### config.mk
export PLATFORM = sky130hd
export DESIGN_NAME = tca_attach_phy_enable
export DESIGN_NICKNAME = d
export VERILOG_FILES = /design/src/verilog/tca_pkg.sv /design/src/verilog/tca_sync2.sv /design/src/verilog/tca_attach_phy_enable.sv
export SDC_FILE = /design/constraint.sdc
export NUM_CORES = 1
export LEC_CHECK = 0
export ABC_AREA = 1
export BUFFER_PORTS_ARGS = -buffer_cell sky130_fd_sc_hd__buf_2
export CORE_MARGIN = 3
export CORE_UTILIZATION = 53
export CTS_CLUSTER_SIZE = 20
export DETAILED_ROUTE_END_ITERATION = 7
export GPL_ROUTABILITY_DRIVEN = 0
export PLACE_DENSITY = 0.9
export SYNTH_ARGS = -nofsm -noshare
export SYNTH_HDL_FRONTEND = slang
export SYNTH_SLANG_ARGS = --single-unit
export TNS_END_PERCENT = 30
### constraint.sdc
create_clock -name clock -period 3.89 [get_ports clock]
set_input_delay 0.1945 -clock clock [delete_from_list [all_inputs] [get_ports clock]]
set_output_delay 0.1945 -clock clock [all_outputs]
set_load 0.01 [all_outputs]
### src/verilog/tca_pkg.sv
// Shared types and constants for the Type-C attach and SuperSpeed PHY enable logic.
package tca_pkg;

    // Number of connect-detect inputs used by the external multiplexer configuration.
    localparam int unsigned TCA_DETECT_WIDTH = 3;

    // Index of the connect-detect input that internal mode 1 uses.
    localparam int unsigned TCA_DETECT_FIRST = 0;

    // Total width of the pin bundle that is synchronised.
    localparam int unsigned TCA_PIN_WIDTH = 9;

    // Value of each synchroniser stage after reset.
    localparam logic [TCA_PIN_WIDTH-1:0] TCA_SYNC_RESET = 9'h000;

    // Attach and orientation pins as they arrive from the port controller and the straps.
    typedef struct packed {
        logic external_mux_config;
        logic input_polarity_select;
        logic internal_mux_mode_select;
        logic [TCA_DETECT_WIDTH-1:0] typec_connect_detect;
        logic cable_orientation_in;
        logic orient_sel_a_in;
        logic orient_sel_b_in;
    } tca_pins_type;

    // Controls driven towards the SuperSpeed PHYs, plus status of the decoded attach.
    typedef struct packed {
        logic ss_phy_clock_enable;
        logic ss_phy_enable_a;
        logic ss_phy_enable_b;
        logic attach_valid;
        logic orientation_flipped;
    } tca_phy_ctl_type;

    // Value of the PHY control outputs after reset: everything off.
    localparam tca_phy_ctl_type TCA_PHY_CTL_RESET = 5'h00;

    // Configuration selected by the straps.
    typedef enum {
        TCA_CFG_EXTERNAL,
        TCA_CFG_MODE1,
        TCA_CFG_MODE2
    } tca_config_type;

    // Which PHY path is powered.
    typedef enum {
        TCA_OFF,
        TCA_EXT_ON,
        TCA_LANE_A,
        TCA_LANE_B
    } tca_state_type;

endpackage : tca_pkg

### src/verilog/tca_sync2.sv
// Two-stage synchroniser for a bundle of independent level inputs.
`timescale 1ns/1ps

module tca_sync2 #(
    parameter int unsigned WIDTH = tca_pkg::TCA_PIN_WIDTH
) (
    input wire logic clock,
    input wire logic resetn,
    input wire logic [WIDTH-1:0] async_in,
    output logic [WIDTH-1:0] sync_out
);

    // Each bit gets its own pair of flops; the first stage feeds only the second.
    genvar bit_index;
    generate
        for (bit_index = 0; bit_index < WIDTH; bit_index++) begin : g_bit
            logic meta;
            always_ff @(posedge clock or negedge resetn) begin
                if (!resetn) begin
                    meta <= tca_pkg::TCA_SYNC_RESET[bit_index];
                    sync_out[bit_index] <= tca_pkg::TCA_SYNC_RESET[bit_index];
                end else begin
                    meta <= async_in[bit_index];
                    sync_out[bit_index] <= meta;
                end
            end
        end
    endgenerate

endmodule : tca_sync2

### src/verilog/tca_attach_phy_enable.sv
// Type-C attach decode that gates SuperSpeed PHY clocking or enables the PHY for the detected orientation.
// Contract
// - With the external multiplexer, PHY clocking runs only while the connect-detect inputs show an attach.
// - One polarity-select input inverts the sense of every attach and orientation input together.
// - A low (or undriven, pulled low) mode-select input selects internal multiplexer mode 1.
// - Mode 1 takes attach from the first connect-detect input and orientation from the orientation input.
// - In both internal modes only the PHY matching the attach and orientation is on; the other stays off.
// - A high mode-select input selects internal multiplexer mode 2.
// - Mode 2 takes attach and orientation from the two orientation-select inputs A and B.
`timescale 1ns/1ps

module tca_attach_phy_enable (
    input wire logic clock,
    input wire logic resetn,
    input wire tca_pkg::tca_pins_type pins,
    output tca_pkg::tca_phy_ctl_type phy_ctl
);

    tca_pkg::tca_pins_type synced;
    logic [tca_pkg::TCA_DETECT_WIDTH-1:0] detect_active;
    logic orient_active;
    logic sel_a_active;
    logic sel_b_active;
    tca_pkg::tca_config_type config_mode;
    tca_pkg::tca_state_type state;
    tca_pkg::tca_state_type next_state;
    tca_pkg::tca_phy_ctl_type next_phy_ctl;

    // Pins come from another chip and from straps, so every one passes the synchroniser first.
    tca_sync2 #(
        .WIDTH(tca_pkg::TCA_PIN_WIDTH)
    ) u_sync (
        .clock(clock),
        .resetn(resetn),
        .async_in(pins),
        .sync_out(synced)
    );

    // A single polarity bit flips all attach inputs together, so the decode never sees mixed senses.
    always_comb begin
        detect_active = synced.typec_connect_detect
            ^ {tca_pkg::TCA_DETECT_WIDTH{synced.input_polarity_select}};
        orient_active = synced.cable_orientation_in ^ synced.input_polarity_select;
        sel_a_active = synced.orient_sel_a_in ^ synced.input_polarity_select;
        sel_b_active = synced.orient_sel_b_in ^ synced.input_polarity_select;
    end

    // The external multiplexer strap takes priority; otherwise the mode-select level picks the internal mode.
    always_comb begin
        if (synced.external_mux_config) begin
            config_mode = tca_pkg::TCA_CFG_EXTERNAL;
        end else if (synced.internal_mux_mode_select) begin
            config_mode = tca_pkg::TCA_CFG_MODE2;
        end else begin
            config_mode = tca_pkg::TCA_CFG_MODE1;
        end
    end

    // Decode the attach into the PHY path to power; the inputs are levels, so the path follows them directly.
    always_comb begin
        case (config_mode)
            tca_pkg::TCA_CFG_EXTERNAL: begin
                // Any asserted connect-detect input counts as an attach.
                next_state = (|detect_active) ? tca_pkg::TCA_EXT_ON : tca_pkg::TCA_OFF;
            end
            tca_pkg::TCA_CFG_MODE1: begin
                if (!detect_active[tca_pkg::TCA_DETECT_FIRST]) begin
                    next_state = tca_pkg::TCA_OFF;
                end else if (orient_active) begin
                    next_state = tca_pkg::TCA_LANE_B;
                end else begin
                    next_state = tca_pkg::TCA_LANE_A;
                end
            end
            tca_pkg::TCA_CFG_MODE2: begin
                // Both selects at once gives no usable orientation, so both PHYs stay off.
                if (sel_a_active && !sel_b_active) begin
                    next_state = tca_pkg::TCA_LANE_A;
                end else if (sel_b_active && !sel_a_active) begin
                    next_state = tca_pkg::TCA_LANE_B;
                end else begin
                    next_state = tca_pkg::TCA_OFF;
                end
            end
            default: begin
                next_state = tca_pkg::TCA_OFF;
            end
        endcase
    end

    // Map each path to the PHY controls; at most one PHY is ever enabled.
    always_comb begin
        next_phy_ctl = tca_pkg::TCA_PHY_CTL_RESET;
        case (next_state)
            tca_pkg::TCA_EXT_ON: begin
                next_phy_ctl.ss_phy_clock_enable = 1'h1;
                next_phy_ctl.ss_phy_enable_a = 1'h1;
                next_phy_ctl.attach_valid = 1'h1;
            end
            tca_pkg::TCA_LANE_A: begin
                next_phy_ctl.ss_phy_clock_enable = 1'h1;
                next_phy_ctl.ss_phy_enable_a = 1'h1;
                next_phy_ctl.attach_valid = 1'h1;
            end
            tca_pkg::TCA_LANE_B: begin
                next_phy_ctl.ss_phy_clock_enable = 1'h1;
                next_phy_ctl.ss_phy_enable_b = 1'h1;
                next_phy_ctl.attach_valid = 1'h1;
                next_phy_ctl.orientation_flipped = 1'h1;
            end
            tca_pkg::TCA_OFF: begin
                next_phy_ctl = tca_pkg::TCA_PHY_CTL_RESET;
            end
            default: begin
                next_phy_ctl = tca_pkg::TCA_PHY_CTL_RESET;
            end
        endcase
    end

    // Path state register.
    always_ff @(posedge clock or negedge resetn) begin
        if (!resetn) begin
            state <= tca_pkg::TCA_OFF;
        end else begin
            state <= next_state;
        end
    end

    // Output register, so the PHY controls never glitch while the decode settles.
    always_ff @(posedge clock or negedge resetn) begin
        if (!resetn) begin
            phy_ctl <= tca_pkg::TCA_PHY_CTL_RESET;
        end else begin
            phy_ctl <= next_phy_ctl;
        end
    end
endmodule : tca_attach_phy_enable

# --- After elaboration in Yosys (flattened, before gate mapping) ---
# Cells that the tools add are included.
# W data, S select, Z words.
totals:
  ff_bits: 21
  out_inout_bits: 5
  wordCells: 49
classes:
  eq_ne: 5
  n_mux: 11
  bitwise: 4
  n_reduce_logical: 8
ops:
  columns: ["operator", "count"]
  rows:
  - ["$eq A32 B1 Y1 const B", 1]
  - ["$eq A32 B2 Y1 const B", 1]
  - ["$logic_not A32 Y1", 1]
  - ["$mux W2", 5]
  - ["$pmux W2 S3", 1]
  - ["$reduce_or A3 Y1", 2]
  - ["$mux W1", 5]
  - ["$eq A2 B2 Y1 const B", 2]
  - ["$xor A1 B1 Y1", 3]
  - ["$xor A3 B3 Y3", 1]
  - ["$eq A2 B1 Y1 const B", 1]
  - ["$logic_and A1 B1 Y1", 2]
  - ["$logic_not A1 Y1", 2]
  - ["$reduce_or A2 Y1", 1]

# --- Logic depth before layout (Yosys ltp) ---
logic_depth:
  word_depth: 9
  mapped_depth: 8

# --- Hierarchy ---
# Synthesis repeated with hierarchy kept, for this count alone.
hier_totals:
  cells_unflattened: 57
  area_unflattened_um2: 719.4
by_module_without_submodules:
  columns: ["mod", "instances", "cells_per_inst", "area_each_um2", "seq_area_each_um2"]
  rows:
  - ["tca_sync2", 1, 18, 450.4, 450.4]
  - ["tca_attach_phy_enable", 1, 39, 269.0, 75.1]

# --- Least setup slack after synthesis ---
# Ideal clock, no wire load.
synth_path:
  path_type: "register -> register"
  startpoint: "register u_sync.sync_out[7]"
  endpoint: "register phy_ctl[3] in the netlist's numbering"
  setup_ps: 126
  arrival_ps: 1332
  t_required_ps: 3764
  slack_ps: 2432
  path_stages_with_launch: 6
  path_buffers: 0
  period_less_slack_ps: 1458
  path_cell_list: "dfrtp_1 > xor2_1 > ha_1 > o21ai_2 > inv_1 > ha_1"
synth_rtl:
  columns: ["item", "line_no", "text"]
  rows:
  - ["start, declared", "tca_sync2.sv:10", "output logic [WIDTH-1:0] sync_out"]
  - ["start signal, assigned by index", "tca_sync2.sv:21", "sync_out[bit_index] <= tca_pkg::TCA_SYNC_RESET[bit_index];"]
  - ["start signal, assigned by index", "tca_sync2.sv:24", "sync_out[bit_index] <= meta;"]
  - ["end signal, assigned", "tca_attach_phy_enable.sv:132", "phy_ctl <= tca_pkg::TCA_PHY_CTL_RESET;"]
  - ["end signal, assigned", "tca_attach_phy_enable.sv:134", "phy_ctl <= next_phy_ctl;"]
  - ["end, declared", "tca_attach_phy_enable.sv:16", "output tca_pkg::tca_phy_ctl_type phy_ctl"]

==> summary.txt <==
Synthesis
  – Post-synth top area cell: dfrtp_1
  – Syn_area_per_cell: around 13 um^2
  – Register area share after synthesis: 0.730
  – Synthesized Nets: 71
  – Area contributors post-synth: dfrtp_1, ha_1, nand2_1
  – Synth Warn #: 0
  – Syn Inst Count: 57
  – Post-synth top area share: 0.730
  – Synthesized cell area: 719 um^2
  – Distinct cells, synth: 13
  – #FFs+latches synth: 21

Setup path
  – WP data required: around 4.1 ns
  – Most used cell along the critical path: ha_1
  – Worst path depth: 5
  – Worst path slowest cell: dfrtp_1
  – Worst path max stage delay: roughly 0.47 ns
  – WP buf/inv: 1
  – CP Class: reg2reg
  – Critical path's top delay family: adder cells
  – Crit Path Max Fanout: 5
  – CP arrival: 1.82 ns
  – Worst setup SP type: flop
  – CP Capture Type: flop
  – Reg2reg path depth: 5
  – CP Cell Sequence: xor2_1 -> ha_1 -> o21ai_2 -> inv_1 -> ha_1

STA
  – Max-slew violations: 0
  – Count of final setup violators: 0
  – Rel. slew slack: 0.705
  – Minimum clock period: approximately 1.6 ns
  – Fmax: around 610 MHz
  – Period utilization: 0.419
  – Worst slew pin tran: 0.443 ns
  – RSZ-0062 raised after global routing: no
  – Final setup TNS: 0 ns
  – Hold Vio Cnt, Final: 0
  – Clk_skew: between 0.004 and 0.005 ns

CTS
  – Post-CTS setup repair buffer count: 0
  – Clk_lat worst skew: approximately 0.29 ns
  – CTS tree: built
  – Inserted Clock Buffers: 3
  – Post_cts resized: 0
  – Worst-path clk slew: ~0.11 ns
  – # H-tree levels: 1
  – Clock tree buffer depth: 2
  – CTS root buf: clkbuf_4
  – Clock sink count: 21

Job
  – Number of violations of the max-capacitance limit: 0

Route
  – DRT Pass-1 Iters: 2
  – Drt via density: roughly 4.8
  – Starting DRT DRC Count: 3
  – # DRC: 0
  – WL final: around 1300 um
  – Via count: about 470
  – DR WL/cell: roughly 13 um
  – Post-route ant nets: 0

Finish
  – Commonest non-fill, non-tap cell in the layout: dfrtp_1
  – Final Util: 0.778
  – Nets: 99
  – Area grow syn2layout: 28.3%
  – Ant diodes: 0
  – Layout cells sized above 1: 0.262
  – Most frequent cells in the layout: dfrtp_1, buf_2, nand2_1, dlygate4sd3_1, inv_1

Floorplan
  – Initial core utilization: 0.607
  – Die area: about 1800 um^2
  – Row count: 12
  – Die Wd: roughly 43 um
  – Core Area: approximately 1200 um^2
  – # IOs: 16
  – Chip height: around 43 um

Worst hold path
  – Worst Hold Class: in2async

GRT
  – Initial antenna violation count: 0
  – Gr ovfl total: 0
  – Maximum number of pins on one net before global-route repair: 22
  – Total GRT Usage: 0.180
  – Global-route wire length before repair: between 2000 and 2500 um
  – Vias in the first global route: 498

Outcome
  – Status: finished clean

Place
  – Port Buffers: 15
  – DP Wirelength: 719 um

Pwr
  – Power density cells: between 400 and 500 nW/um^2
  – Worst vdd ir: about 0.00028 V
  – Static leakage: between 0.4 and 0.5 nW
  – Power Total: 0.385 mW
-- worst paths after layout --
| kind | to | slack [ns] | startpoint |
|---|---|---|---|
| setup / recovery | phy_ctl[3] | 2.26 | u_sync.sync_out[7] |
| hold / removal | u_sync.sync_out[8] | 0.36 | resetn |
| setup reg to reg | phy_ctl[3] | 2.26 | u_sync.sync_out[7] |
| hold reg to reg | u_sync.sync_out[8] | 0.36 | u_sync.g_bit[8].meta |
| max in group asynchronous | u_sync.g_bit[2].meta | 3.22 | resetn |
| min in group clock | u_sync.sync_out[8] | 0.36 | u_sync.g_bit[8].meta |
-- repair_timing --
action                                  4_1_cts  5_1_grt
hold endpoints to repair                     30        0
hold buffers                                 10        0
endpoints found under the setup margin        0        0
-- metal layers --
metal  global-route usage  vias to the layer above  share of wire
met5                    0                        -              0
li1                     -                      224              -
met1                0.196                      225           0.38
met2                0.308                       15           0.56
met4               0.0994                        0          0.028
met3               0.0508                        4          0.035
-- flip-flops by register name, indices dropped and copies added (netlist names) --
signal,flops
phy_ctl,3
u_sync.sync_out,9
u_sync.g_bit.meta,9
-- per-stage QoR --
step / std cells / hold slack, ns / setup slack (ns) / area [um^2]
detailed placement: 84 / 0.161 / 2.32 / 797
global placement: 84 / 0.148 / 2.41 / 797
finish: 98 / 0.358 / 2.26 / 923
global route: 98 / 0.372 / 2.20 / 923
floorplan: 57 / -0.101 / 2.43 / 719
CTS: 98 / 0.359 / 2.31 / 923
-- cell type report --
| cell class | count | area [um^2] |
|---|---|---|
| Sequential cell | 21 | 526 |
| Fill cell | 71 | 263 |
| Timing Repair Buffer | 25 | 175 |
| Multi-Input combinational cell | 26 | 149 |
| Inverter | 8 | 30.0 |
| Clock buffer | 4 | 26.3 |
| Tap cell | 14 | 17.5 |
-- cells in the mapped netlist (all sizes together) --
| library cell | instances |
|---|---|
| nand3 | 2 |
| xnor2 | 1 |
| buf | 2 |
| o21ai | 3 |
| nor2 | 4 |
| xor2 | 1 |
| ha | 3 |
| dfrtp | 21 |
| nand2 | 12 |
| inv | 8 |
-- kinds of logic (layout without fill, tap and decap cells) --
logic type | count (synthesis) | count (layout) | share of synthesized area
AO/OA/AOI/OAI | 3 | 3 | 0.0261
XOR/XNOR | 2 | 2 | 0.0244
adder cells (fa/ha/maj) | 3 | 3 | 0.0522
buffers and inverters | 10 | 37 | 0.0626
flip-flops | 21 | 21 | 0.730
AND/OR/NAND/NOR | 18 | 18 | 0.104
-- where the power goes --
group / internal, mW / switching (mW) / leakage (nW)
clock network: 0.0399 / 0.0595 / 0.0150
registers: 0.232 / 0.00631 / 0.246
logic: 0.0227 / 0.0247 / 0.219
(Power assumes the default switching activity.)
